<file path="src/isa_decode_pkg.sv">
// constants, opcodes, clock budgets and carrier types for the opcode decoder
// Summary of operation
// (RULE1) test reg/mem with reg: flags only, 3/10
// (RULE2) test immediate, selector sub-field 000: 4/10
// (RULE3) test accumulator immediate, size-dependent data: 3/4
// (RULE4) string move, one element in 14 clocks
// (RULE5) string port in/out 14; repeated output 8+8n
// (RULE6) string compare 22; conditional repeat 5+22n
// (RULE7) string scan 15; conditional repeat 5+15n
// (RULE8) string load 12, store 10, bit 1 distinguishes
// (RULE9) repeat prefix iterates count register; move 8+8n
// (RULE10) conditional jumps 0111cccc: 4 not taken, 13 taken
// (RULE11) remaining condition nibbles, 8-bit displacement
// (RULE12) near procedure invoke, 16-bit displacement, 15 clocks
// (RULE13) near exit 16, with stack adjust 18
// (RULE14) far exit 22, with stack adjust 25
// (RULE15) short unconditional jump, 14 clocks
// (RULE16) repeat while equal/unequal: 5 fall, 16 branch
// (RULE17) jump if count zero: 6/16
// (RULE18) overflow trap: 48 taken, 4 not
// (RULE19) range check with selector byte, 33-35 clocks
// (RULE20) carry invert, clear, set: 2 clocks
// (RULE21) bus-hold prefix 2 clocks, locks next instruction
// (RULE22) coprocessor handoff, six-bit operation, 6 clocks
// (RULE23) lowest opcode bit selects byte or word
// (RULE24) unmatched opcode reported as undefined
package isa_decode_pkg;
  localparam int budget_w = 24;
  // opcodes matched on their upper seven bits; the low bit is the size bit, or the zero test for opc_rep
  localparam logic [6:0] opc_test_rm = 7'h42;
  localparam logic [6:0] opc_test_imm = 7'h7b;
  localparam logic [6:0] opc_test_acc = 7'h54;
  localparam logic [6:0] opc_move = 7'h52;
  localparam logic [6:0] opc_in = 7'h36;
  localparam logic [6:0] opc_out = 7'h37;
  localparam logic [6:0] opc_cmp = 7'h53;
  localparam logic [6:0] opc_scan = 7'h57;
  localparam logic [6:0] opc_load = 7'h56;
  localparam logic [6:0] opc_store = 7'h55;
  localparam logic [6:0] opc_rep = 7'h79;
  // whole-byte opcodes, upper-bit patterns for jcc and esc groups, test selector sub-field
  localparam logic [3:0] opc_jcc_hi = 4'h7;
  localparam logic [4:0] opc_esc_hi = 5'h1b;
  localparam logic [7:0] opc_call = 8'he8;
  localparam logic [7:0] opc_exit_near = 8'hc3;
  localparam logic [7:0] opc_exit_near_imm = 8'hc2;
  localparam logic [7:0] opc_exit_far = 8'hcb;
  localparam logic [7:0] opc_exit_far_imm = 8'hca;
  localparam logic [7:0] opc_jmp_short = 8'heb;
  localparam logic [7:0] opc_loop_eq = 8'he1;
  localparam logic [7:0] opc_loop_ne = 8'he0;
  localparam logic [7:0] opc_loop = 8'he2;
  localparam logic [7:0] opc_jump_if_count_zero = 8'he3;
  localparam logic [7:0] opc_into = 8'hce;
  localparam logic [7:0] opc_bound = 8'h62;
  localparam logic [7:0] opc_cmc = 8'hf5;
  localparam logic [7:0] opc_clc = 8'hf8;
  localparam logic [7:0] opc_stc = 8'hf9;
  localparam logic [7:0] opc_lock = 8'hf0;
  localparam logic [2:0] test_imm_sub = 3'h0;
  // clock budgets
  localparam logic [7:0] clk_test_reg = 8'h03;
  localparam logic [7:0] clk_test_mem = 8'h0a;
  localparam logic [7:0] clk_test_imm_reg = 8'h04;
  localparam logic [7:0] clk_test_imm_mem = 8'h0a;
  localparam logic [7:0] clk_test_acc_byte = 8'h03;
  localparam logic [7:0] clk_test_acc_word = 8'h04;
  localparam logic [7:0] clk_move = 8'h0e;
  localparam logic [7:0] clk_port = 8'h0e;
  localparam logic [7:0] clk_cmp = 8'h16;
  localparam logic [7:0] clk_scan = 8'h0f;
  localparam logic [7:0] clk_load = 8'h0c;
  localparam logic [7:0] clk_store = 8'h0a;
  localparam logic [7:0] rep_setup_move = 8'h08;
  localparam logic [7:0] rep_per_move = 8'h08;
  localparam logic [7:0] rep_setup_cmp = 8'h05;
  localparam logic [7:0] rep_setup_load = 8'h06;
  localparam logic [7:0] rep_per_load = 8'h0b;
  localparam logic [7:0] rep_per_store = 8'h09;
  localparam logic [7:0] clk_jcc_not = 8'h04;
  localparam logic [7:0] clk_jcc_taken = 8'h0d;
  localparam logic [7:0] clk_call = 8'h0f;
  localparam logic [7:0] clk_exit_near = 8'h10;
  localparam logic [7:0] clk_exit_near_imm = 8'h12;
  localparam logic [7:0] clk_exit_far = 8'h16;
  localparam logic [7:0] clk_exit_far_imm = 8'h19;
  localparam logic [7:0] clk_jmp_short = 8'h0e;
  localparam logic [7:0] clk_loop_fall = 8'h05;
  localparam logic [7:0] clk_loop_count_fall = 8'h06;
  localparam logic [7:0] clk_loop_branch = 8'h10;
  localparam logic [7:0] clk_trap_taken = 8'h30;
  localparam logic [7:0] clk_trap_not = 8'h04;
  localparam logic [7:0] clk_bound_min = 8'h21;
  localparam logic [7:0] clk_carry = 8'h02;
  localparam logic [7:0] clk_lock = 8'h02;
  localparam logic [7:0] clk_esc = 8'h06;

  typedef enum logic [3:0] {
    kind_undefined, kind_test, kind_string, kind_jcc, kind_call, kind_exit, kind_jmp,
    kind_loop, kind_jump_if_count_zero, kind_trap_ovf, kind_bound, kind_carry, kind_esc
  } op_kind_t;

  typedef struct packed {
    logic carry;
    logic parity;
    logic zero;
    logic sign;
    logic overflow;
  } flags_t;

  typedef struct packed {
    op_kind_t kind;
    logic [7:0] opcode;
    logic [7:0] modrm;
    logic [31:0] operands;
    logic [2:0] operand_count;
    logic word;
    logic mem_operand;
    logic flags_only;
    logic rep;
    logic rep_z;
    logic lock;
    logic taken;
    logic [5:0] esc_op;
    logic [budget_w-1:0] clocks;
  } op_t;
endpackage

</file>
<file path="src/cond_eval.sv">
// branch condition evaluation from a four-bit condition nibble
module cond_eval (
  input wire logic [3:0] cond,
  input wire isa_decode_pkg::flags_t flags,
  output logic taken
);
  logic base;

  always_comb begin
    case (cond[3:1])
      3'h0: base = flags.overflow;
      3'h1: base = flags.carry;
      3'h2: base = flags.zero;
      3'h3: base = flags.carry | flags.zero;
      3'h4: base = flags.sign;
      3'h5: base = flags.parity;
      3'h6: base = flags.sign ^ flags.overflow;
      3'h7: base = (flags.sign ^ flags.overflow) | flags.zero;
      default: base = 1'b0;
    endcase
  end

  // odd nibble is the negated condition
  assign taken = base ^ cond[0]; // RULE10 RULE11
endmodule

</file>
<file path="src/repeat_cost.sv">
// cost of a repeated string operation: setup plus per-element times count
module repeat_cost (
  input wire logic [7:0] setup,
  input wire logic [7:0] per,
  input wire logic [15:0] count,
  output logic [isa_decode_pkg::budget_w-1:0] total
);
  logic [23:0] product;

  assign product = per * count;
  assign total = product + {16'h0000, setup}; // RULE9
endmodule

</file>
<file path="src/isa_opcode_decode_timing.sv">
// opcode decoder with execution clock budgets for the instruction groups
module isa_opcode_decode_timing (
  input wire logic clk,
  input wire logic reset_n,
  input wire logic byte_valid,
  input wire logic [7:0] byte_data,
  output logic byte_ready,
  input wire isa_decode_pkg::flags_t flags,
  input wire logic [15:0] count_register,
  output logic op_valid,
  output isa_decode_pkg::op_t op,
  input wire logic op_ready,
  output logic bus_lock
);
  typedef enum logic [4:0] {
    st_opcode = 5'h01,
    st_modrm = 5'h02,
    st_operand = 5'h04,
    st_cost = 5'h08,
    st_issue = 5'h10
  } state_t;

  logic [1:0] rst_sync;
  logic rst_n;
  state_t state;
  state_t next_state;
  logic [7:0] opcode;
  logic [7:0] modrm;
  logic [31:0] operands;
  logic [2:0] got;
  logic [2:0] remain;
  logic rep;
  logic rep_z;
  logic lock;
  logic undefined;
  logic [isa_decode_pkg::budget_w-1:0] next_clocks;
  logic next_taken;

  // reset released through two flops
  always_ff @(posedge clk or negedge reset_n) begin
    if (!reset_n) begin
      rst_sync <= 2'h0;
    end else begin
      rst_sync <= {rst_sync[0], 1'b1};
    end
  end
  assign rst_n = rst_sync[1];

  // decode on the arriving byte while fetching the opcode, else on the held one
  wire in_opcode = (state == st_opcode);
  wire take = byte_valid & byte_ready;
  wire [7:0] cur = in_opcode ? byte_data : opcode;
  wire w = cur[0]; // RULE23

  wire d_test_rm = (cur[7:1] == isa_decode_pkg::opc_test_rm); // RULE1
  wire d_test_imm = (cur[7:1] == isa_decode_pkg::opc_test_imm); // RULE2
  wire d_test_acc = (cur[7:1] == isa_decode_pkg::opc_test_acc); // RULE3
  wire d_move = (cur[7:1] == isa_decode_pkg::opc_move); // RULE4
  wire d_in = (cur[7:1] == isa_decode_pkg::opc_in); // RULE5
  wire d_out = (cur[7:1] == isa_decode_pkg::opc_out); // RULE5
  wire d_cmp = (cur[7:1] == isa_decode_pkg::opc_cmp); // RULE6
  wire d_scan = (cur[7:1] == isa_decode_pkg::opc_scan); // RULE7
  wire d_load = (cur[7:1] == isa_decode_pkg::opc_load); // RULE8
  wire d_store = (cur[7:1] == isa_decode_pkg::opc_store); // RULE8
  wire d_string = d_move | d_in | d_out | d_cmp | d_scan | d_load | d_store;
  wire d_test = d_test_rm | d_test_imm | d_test_acc;
  wire d_jcc = (cur[7:4] == isa_decode_pkg::opc_jcc_hi); // RULE10 RULE11
  wire d_call = (cur == isa_decode_pkg::opc_call); // RULE12
  wire d_exit_near = (cur == isa_decode_pkg::opc_exit_near); // RULE13
  wire d_exit_near_imm = (cur == isa_decode_pkg::opc_exit_near_imm); // RULE13
  wire d_exit_far = (cur == isa_decode_pkg::opc_exit_far); // RULE14
  wire d_exit_far_imm = (cur == isa_decode_pkg::opc_exit_far_imm); // RULE14
  wire d_exit_imm = d_exit_near_imm | d_exit_far_imm;
  wire d_exit = d_exit_near | d_exit_far | d_exit_imm;
  wire d_jmp = (cur == isa_decode_pkg::opc_jmp_short); // RULE15
  wire d_loop_eq = (cur == isa_decode_pkg::opc_loop_eq); // RULE16
  wire d_loop_ne = (cur == isa_decode_pkg::opc_loop_ne); // RULE16
  wire d_loop_cnt = (cur == isa_decode_pkg::opc_loop);
  wire d_loop = d_loop_eq | d_loop_ne | d_loop_cnt;
  wire d_jump_if_count_zero = (cur == isa_decode_pkg::opc_jump_if_count_zero); // RULE17
  wire d_into = (cur == isa_decode_pkg::opc_into); // RULE18
  wire d_bound = (cur == isa_decode_pkg::opc_bound); // RULE19
  wire d_carry = (cur == isa_decode_pkg::opc_cmc) | (cur == isa_decode_pkg::opc_clc)
    | (cur == isa_decode_pkg::opc_stc); // RULE20
  wire d_esc = (cur[7:3] == isa_decode_pkg::opc_esc_hi); // RULE22
  wire d_rep = (cur[7:1] == isa_decode_pkg::opc_rep); // RULE9
  wire d_lock = (cur == isa_decode_pkg::opc_lock); // RULE21

  wire d_defined = d_test | d_string | d_jcc | d_call | d_exit | d_jmp | d_loop | d_jump_if_count_zero
    | d_into | d_bound | d_carry | d_esc;
  wire has_w = d_test | d_string;
  wire needs_modrm = d_test_rm | d_test_imm | d_bound | d_esc;

  // immediate or displacement bytes fixed by the opcode
  wire [2:0] imm_n = (d_test_acc | d_test_imm) ? (w ? 3'h2 : 3'h1) : // RULE2 RULE3
    (d_exit_imm | d_call) ? 3'h2 : // RULE12 RULE13 RULE14
    (d_jcc | d_jmp | d_loop | d_jump_if_count_zero) ? 3'h1 : 3'h0; // RULE11 RULE15 RULE16 RULE17

  // displacement bytes implied by the arriving operand-selector byte
  wire [1:0] sel_mod = byte_data[7:6];
  wire sel_direct = (sel_mod == 2'h0) & (byte_data[2:0] == 3'h6);
  wire [2:0] disp_n = (sel_mod == 2'h1) ? 3'h1 :
    ((sel_mod == 2'h2) | sel_direct) ? 3'h2 : 3'h0;
  wire [2:0] after_modrm = disp_n + imm_n;
  wire sel_bad = d_test_imm & (byte_data[5:3] != isa_decode_pkg::test_imm_sub); // RULE2

  // branch outcomes used to pick between the two budgets
  logic jcc_taken;
  cond_eval u_cond (
    .cond(opcode[3:0]),
    .flags(flags),
    .taken(jcc_taken)
  );
  wire [15:0] count_after = count_register - 16'h0001;
  wire count_live = (count_after != 16'h0000);
  wire loop_taken = count_live & (d_loop_cnt | (d_loop_eq & flags.zero)
    | (d_loop_ne & ~flags.zero)); // RULE16
  wire jump_if_count_zero_taken = (count_register == 16'h0000); // RULE17
  wire mem = (modrm[7:6] != 2'h3);

  // repeated string cost: setup plus per-element times the count register
  wire [7:0] rep_setup = (d_cmp | d_scan) ? isa_decode_pkg::rep_setup_cmp :
    (d_load | d_store) ? isa_decode_pkg::rep_setup_load :
    isa_decode_pkg::rep_setup_move; // RULE5 RULE6 RULE7 RULE9
  wire [7:0] rep_per = d_cmp ? isa_decode_pkg::clk_cmp :
    d_scan ? isa_decode_pkg::clk_scan :
    d_load ? isa_decode_pkg::rep_per_load :
    d_store ? isa_decode_pkg::rep_per_store :
    isa_decode_pkg::rep_per_move; // RULE5 RULE6 RULE7 RULE9
  logic [isa_decode_pkg::budget_w-1:0] rep_total;
  repeat_cost u_rep (
    .setup(rep_setup),
    .per(rep_per),
    .count(count_register),
    .total(rep_total)
  );

  wire [7:0] once_string = d_move ? isa_decode_pkg::clk_move : // RULE4
    (d_in | d_out) ? isa_decode_pkg::clk_port : // RULE5
    d_cmp ? isa_decode_pkg::clk_cmp : // RULE6
    d_scan ? isa_decode_pkg::clk_scan : // RULE7
    d_load ? isa_decode_pkg::clk_load : // RULE8
    isa_decode_pkg::clk_store; // RULE8

  wire [7:0] exit_clk = d_exit_near ? isa_decode_pkg::clk_exit_near : // RULE13
    d_exit_near_imm ? isa_decode_pkg::clk_exit_near_imm : // RULE13
    d_exit_far ? isa_decode_pkg::clk_exit_far : // RULE14
    isa_decode_pkg::clk_exit_far_imm; // RULE14

  // budget of the held instruction, worked out in the cost cycle
  always_comb begin
    logic [7:0] base;
    base = 8'h00;
    next_taken = 1'b0;
    next_clocks = '0;
    if (undefined) begin
      base = 8'h00; // RULE24
    end else if (d_test_rm) begin
      base = mem ? isa_decode_pkg::clk_test_mem : isa_decode_pkg::clk_test_reg; // RULE1
    end else if (d_test_imm) begin
      base = mem ? isa_decode_pkg::clk_test_imm_mem : isa_decode_pkg::clk_test_imm_reg; // RULE2
    end else if (d_test_acc) begin
      base = w ? isa_decode_pkg::clk_test_acc_word : isa_decode_pkg::clk_test_acc_byte; // RULE3
    end else if (d_string) begin
      base = once_string;
    end else if (d_jcc) begin
      next_taken = jcc_taken;
      base = jcc_taken ? isa_decode_pkg::clk_jcc_taken : isa_decode_pkg::clk_jcc_not; // RULE10
    end else if (d_call) begin
      base = isa_decode_pkg::clk_call; // RULE12
    end else if (d_exit) begin
      base = exit_clk;
    end else if (d_jmp) begin
      base = isa_decode_pkg::clk_jmp_short; // RULE15
    end else if (d_loop) begin
      next_taken = loop_taken;
      base = loop_taken ? isa_decode_pkg::clk_loop_branch :
        (d_loop_cnt ? isa_decode_pkg::clk_loop_count_fall : isa_decode_pkg::clk_loop_fall); // RULE16
    end else if (d_jump_if_count_zero) begin
      next_taken = jump_if_count_zero_taken;
      base = jump_if_count_zero_taken ? isa_decode_pkg::clk_loop_branch :
        isa_decode_pkg::clk_loop_count_fall; // RULE17
    end else if (d_into) begin
      next_taken = flags.overflow;
      base = flags.overflow ? isa_decode_pkg::clk_trap_taken : isa_decode_pkg::clk_trap_not; // RULE18
    end else if (d_bound) begin
      base = isa_decode_pkg::clk_bound_min; // RULE19
    end else if (d_carry) begin
      base = isa_decode_pkg::clk_carry; // RULE20
    end else if (d_esc) begin
      base = isa_decode_pkg::clk_esc; // RULE22
    end
    if (rep & d_string & ~undefined) begin
      next_clocks = rep_total; // RULE9
    end else begin
      next_clocks = {16'h0000, base};
    end
    if (lock) begin
      next_clocks = next_clocks + {16'h0000, isa_decode_pkg::clk_lock}; // RULE21
    end
  end

  // sequencing of opcode, selector and operand bytes
  always_comb begin
    next_state = state;
    case (state)
      st_opcode: begin
        if (take & ~d_rep & ~d_lock) begin
          if (!d_defined) begin
            next_state = st_cost; // RULE24
          end else if (needs_modrm) begin
            next_state = st_modrm;
          end else if (imm_n != 3'h0) begin
            next_state = st_operand;
          end else begin
            next_state = st_cost;
          end
        end
      end
      st_modrm: begin
        if (take) begin
          next_state = (after_modrm != 3'h0 && !sel_bad) ? st_operand : st_cost;
        end
      end
      st_operand: begin
        if (take && remain == 3'h1) begin
          next_state = st_cost;
        end
      end
      st_cost: next_state = st_issue;
      st_issue: begin
        if (op_ready) begin
          next_state = st_opcode;
        end
      end
      default: next_state = st_opcode;
    endcase
  end

  assign byte_ready = (state == st_opcode) | (state == st_modrm) | (state == st_operand);
  assign op_valid = (state == st_issue);
  assign bus_lock = lock; // RULE21

  always_ff @(posedge clk or negedge rst_n) begin
    if (!rst_n) begin
      state <= st_opcode;
    end else begin
      state <= next_state;
    end
  end

  // prefixes and the held instruction bytes
  always_ff @(posedge clk or negedge rst_n) begin
    if (!rst_n) begin
      rep <= 1'b0;
      rep_z <= 1'b0;
      lock <= 1'b0;
      opcode <= 8'h00;
      undefined <= 1'b0;
    end else if (state == st_issue && op_ready) begin
      rep <= 1'b0;
      rep_z <= 1'b0;
      lock <= 1'b0;
    end else if (in_opcode && take) begin
      if (d_rep) begin
        rep <= 1'b1; // RULE9
        rep_z <= byte_data[0]; // RULE6 RULE7
      end else if (d_lock) begin
        lock <= 1'b1; // RULE21
      end else begin
        opcode <= byte_data;
        undefined <= ~d_defined; // RULE24
      end
    end else if (state == st_modrm && take && sel_bad) begin
      undefined <= 1'b1; // RULE24
    end
  end

  always_ff @(posedge clk or negedge rst_n) begin
    if (!rst_n) begin
      modrm <= 8'h00;
      operands <= 32'h0000_0000;
      got <= 3'h0;
      remain <= 3'h0;
    end else if (in_opcode && take) begin
      modrm <= 8'h00;
      operands <= 32'h0000_0000;
      got <= 3'h0;
      remain <= imm_n;
    end else if (state == st_modrm && take) begin
      modrm <= byte_data;
      remain <= after_modrm;
    end else if (state == st_operand && take) begin
      operands[{got[1:0], 3'h0} +: 8] <= byte_data;
      got <= got + 3'h1;
      remain <= remain - 3'h1;
    end
  end

  // decoded operation, held stable while offered
  always_ff @(posedge clk or negedge rst_n) begin
    if (!rst_n) begin
      op <= '0;
    end else if (state == st_cost) begin
      op.kind <= undefined ? isa_decode_pkg::kind_undefined :
        d_test ? isa_decode_pkg::kind_test :
        d_string ? isa_decode_pkg::kind_string :
        d_jcc ? isa_decode_pkg::kind_jcc :
        d_call ? isa_decode_pkg::kind_call :
        d_exit ? isa_decode_pkg::kind_exit :
        d_jmp ? isa_decode_pkg::kind_jmp :
        d_loop ? isa_decode_pkg::kind_loop :
        d_jump_if_count_zero ? isa_decode_pkg::kind_jump_if_count_zero :
        d_into ? isa_decode_pkg::kind_trap_ovf :
        d_bound ? isa_decode_pkg::kind_bound :
        d_carry ? isa_decode_pkg::kind_carry :
        isa_decode_pkg::kind_esc; // RULE24
      op.opcode <= opcode;
      op.modrm <= modrm;
      op.operands <= operands;
      op.operand_count <= got;
      op.word <= has_w & w; // RULE23
      op.mem_operand <= needs_modrm & mem;
      op.flags_only <= d_test; // RULE1
      op.rep <= rep & d_string;
      op.rep_z <= rep_z & d_string;
      op.lock <= lock;
      op.taken <= next_taken;
      op.esc_op <= d_esc ? {opcode[2:0], modrm[5:3]} : 6'h00; // RULE22
      op.clocks <= next_clocks;
    end
  end
endmodule

</file>
<file path="config.mk">
export PLATFORM = sky130hd
export DESIGN_NAME = isa_opcode_decode_timing
export DESIGN_NICKNAME = d
export VERILOG_FILES = /design/src/isa_decode_pkg.sv /design/src/cond_eval.sv /design/src/repeat_cost.sv /design/src/isa_opcode_decode_timing.sv
export SDC_FILE = /design/constraint.sdc
export NUM_CORES = 1
export LEC_CHECK = 0
export BUFFER_PORTS_ARGS = -buffer_cell sky130_fd_sc_hd__buf_4
export CAP_MARGIN = 40
export CORE_ASPECT_RATIO = 0.7
export CORE_MARGIN = 2
export CORE_UTILIZATION = 50
export CTS_CLUSTER_SIZE = 16
export DETAILED_ROUTE_END_ITERATION = 7
export GPL_ROUTABILITY_DRIVEN = 1
export PLACE_DENSITY_LB_ADDON = 0.1
export SYNTH_ARGS = -nofsm -noshare
export SYNTH_HDL_FRONTEND = slang
export SYNTH_SLANG_ARGS = --single-unit
</file>
<file path="constraint.sdc">
create_clock -name clk -period 4.5 [get_ports clk]
set_clock_uncertainty 0.15 [all_clocks]
set_input_delay 0.675 -clock clk [delete_from_list [all_inputs] [get_ports clk]]
set_output_delay 0.675 -clock clk [all_outputs]
set_load 0.05 [all_outputs]
</file>
==> results by group <==
Setup path
  – Top cell by count, worst path: nand4_1
  – Critical path class: primary input to flop
  – CP Launch Type: primary input
  – Setup crit start: byte_data[6]
  – Crit end category: flop
  – Crit path max fanout: 8
  – Worst r2r src: state[1]$_DFFE_PN0P_
  – Critical Path RT: 4670 ps
  – CP arrival: 6320 ps
  – CP max stage delay: 540 ps
  – CP max stage cell: fa_1

CTS
  – CTS clk-pin slew, worst paths: 70 ps
  – Root Driver: clkbuf_16
  – CTS Buf Count: 17
  – CTS tree: built
  – Worst skew pair latency: 430 ps
  – Clock Sinks: 156
  – H-tree Lvls: 4
  – Max Root-Sink Buffers: 2

Floorplan
  – I/O pin count: 128
  – Initial Util: 50.9%
  – Die H: 131 um
  – Die area: 24300 um^2
  – Num rows: 46
  – Die span in x: 185 um
  – Core area: 22600 um^2

STA
  – Slack of the critical path: -1660 ps
  – Final setup viols: 19
  – Rel. slew slack: 41.9%
  – Final min period: 6160 ps
  – Period utilisation layout: 137%
  – Unrepaired setup endpoints after global routing: yes
  – Max-slew violation count: 0
  – Slew @ Worst Pin: 864 ps
  – Hold Violations, Final: 0
  – Hold_ws: 94.1 ps
  – Max Freq: 162 MHz

Cells and area
  – Non-filler cells in the finished layout: 2013
  – Diodes inserted: 0
  – Fill cells: 1680
  – Final nets: 1808
  – Area Overhead vs Synth: 43.5%
  – Final core occ: 73.1%
  – Layout cells sized above 1: 36.2%
  – Final instance area: 16500 um^2

Job
  – Maxcap violations: 0

Synth
  – Most frequent cells after synthesis: 293 x nand2_1, 155 x dfrtp_1, 94 x inv_1
  – Post-synthesis sequential element count: 156
  – Syn avg cell area: 8.42 um^2
  – Ranking of synthesized cells by area: dfrtp_1 34%, nand2_1 9.6%, ha_1 6.2%, fa_1 5.2%, inv_1 3.1%
  – Synth Warn #: 0
  – Syn Nets: 1488
  – Cells after synthesis: 1368
  – Number of flops mapped to enable cells by yosys: 0
  – Mapped Area: 11500 um^2
  – Most common cell in the synthesized netlist: nand2_1
  – Register area share after synthesis: 33.9%
  – Ys flop type: dfrtp_1
  – Post-synth ARST share: 100%
  – Area leader, netlist: dfrtp_1
  – Post-synth top area share: 33.7%
  – Post-synth cell types: 89

Drt
  – DR vias: 11.6k
  – Post-DR vias/cell: 5.77
  – DRC: 0
  – Wire length per cell: 19.6 um
  – Post-route antenna net violation count: 0
  – Final wirelength: 39500 um
  – TritonRoute pass-1 iters: 5
  – Number of DRC markers in iteration 0: 1107

Pwr
  – Cell Pwr Density: 483 nW/um^2
  – Overall Power: 7.99 mW
  – Max VDD drop: 0.464 mV
  – Leak Pwr: 7.87 nW

Global routing
  – Initial antenna violation count: 0
  – First-pass GRT wire length: 59300 um
  – Vias in the first global route: 10.7k
  – Global route total overflow: 0
  – Gr usage total: 31.6%
  – Largest net degree at the start of global routing: 76

Place
  – Dpl hpwl: 27500 um
  – Port bufs: 126
  – Area post-placement: 14300 um^2
  – Inst Count DP: 1924
  – Gp weighted congestion: 0.943

Status
  – Failing checks: setup timing
  – Status: finished with violations

Worst hold path
  – Min-Delay Path Class: flop to asynchronous set/reset pin
metal layers:
| layer | up-vias | wire length [um] | track usage [%] |
|---|---|---|---|
| li1 | 5351 | - | - |
| met1 | 5665 | 19200 | 52.2 |
| met2 | 570 | 15800 | 39.6 |
| met3 | 29 | 4140 | 8.90 |
| met4 | 0 | 367 | 6.44 |
| met5 | - | 0 | 0 |
cells by family after synthesis:
logic type | Yosys count | share of synthesized area, %
and+or+nand+nor | 601 | 26.0
AOI/OAI and AO/OA | 250 | 14.7
buffers and inverters | 180 | 6.06
DFF | 156 | 33.9
other | 2 | 0.0652
muxes | 39 | 3.80
adders and majority gates | 88 | 11.5
xor gates and xnor gates | 52 | 3.96
final cells by class:
type                       instances  area, um^2  area share [%]
clock buffer                      18         429            2.60
sequential                       156        3910            23.7
multi-input combinational       1032        8190            49.6
clock inverter                    14         158           0.954
tap                              312         390            2.36
timing repair buffer             387        3090            18.7
inverter                          94         353            2.14
stage by stage:
step                      setup WS (ps)  setup TNS (ps)
final                             -1660          -25080
after global routing              -1870          -28400
after CTS                         -1460          -21410
after detailed placement          -2380          -36050
after global placement            -2120          -32530
after floorplan                   -1710          -22160
state kept, by name, summed over array words and instances, names as in the netlist:
signal     cells
bus_lock       1
rst_sync       2
modrm          8
opcode         8
got            3
op            91
operands      32
rep_z          1
rep            1
state          5
undefined      1
remain         3
cell usage in the layout (no fill, tap or decap), types with 15 or more instances in the layout:
cell type	instances
buf_4	349
nand2_1	288
dfrtp_1	154
inv_1	88
o21ai_0	50
nor2_1	49
a21oi_1	39
ha_1	33
nor2b_1	32
buf_6	32
nor3_1	30
nand3_1	29
fa_1	29
ha_4	23
nand4_1	22
xnor2_1	18
mux2_2	17
clkbuf_16	17
xnor2_2	15
report_power, final:
group | internal (mW) | leakage [nW] | switching (mW)
Clock | 0.828 | 0.284 | 0.623
Sequential | 1.70 | 2.11 | 0.253
Combinational | 1.76 | 5.48 | 2.83
worst paths after layout:
kind                       slack, ps                  endpoint  depth (start not counted)
max                            -1660        op[20]$_DFFE_PN0P_                         25
max in group asynchronous       3060        op[11]$_DFFE_PN0P_                          2
min                               90  operands[19]$_DFFE_PN0P_                          0
min reg2reg                       90  operands[19]$_DFFE_PN0P_                          0
min in group clk                 200     rst_sync[1]$_DFF_PN0_                          0
max reg2reg                    -1630        op[20]$_DFFE_PN0P_                         25
timing repair:
item | in CTS | in global routing
buffers inserted | 29 | 32
endpoints found under the hold margin | 2 | 0
gates cloned | 0 | 0
resized for setup | 103 | 103
hold buffers | 1 | 0
endpoints found under the setup margin | 19 | 20
pin swaps | 59 | 57
worst max-delay path, delay by kind of cell:
family                     cells  cell delay (ps)
buffers and inverters          6              750
AOI/OAI and AO/OA              5              980
adders and majority gates      4             1610
xor gates and xnor gates       1              160
and+or+nand+nor                8             1760
muxes                          1              360
No activity file was read; power rests on OpenSTA's default activity.
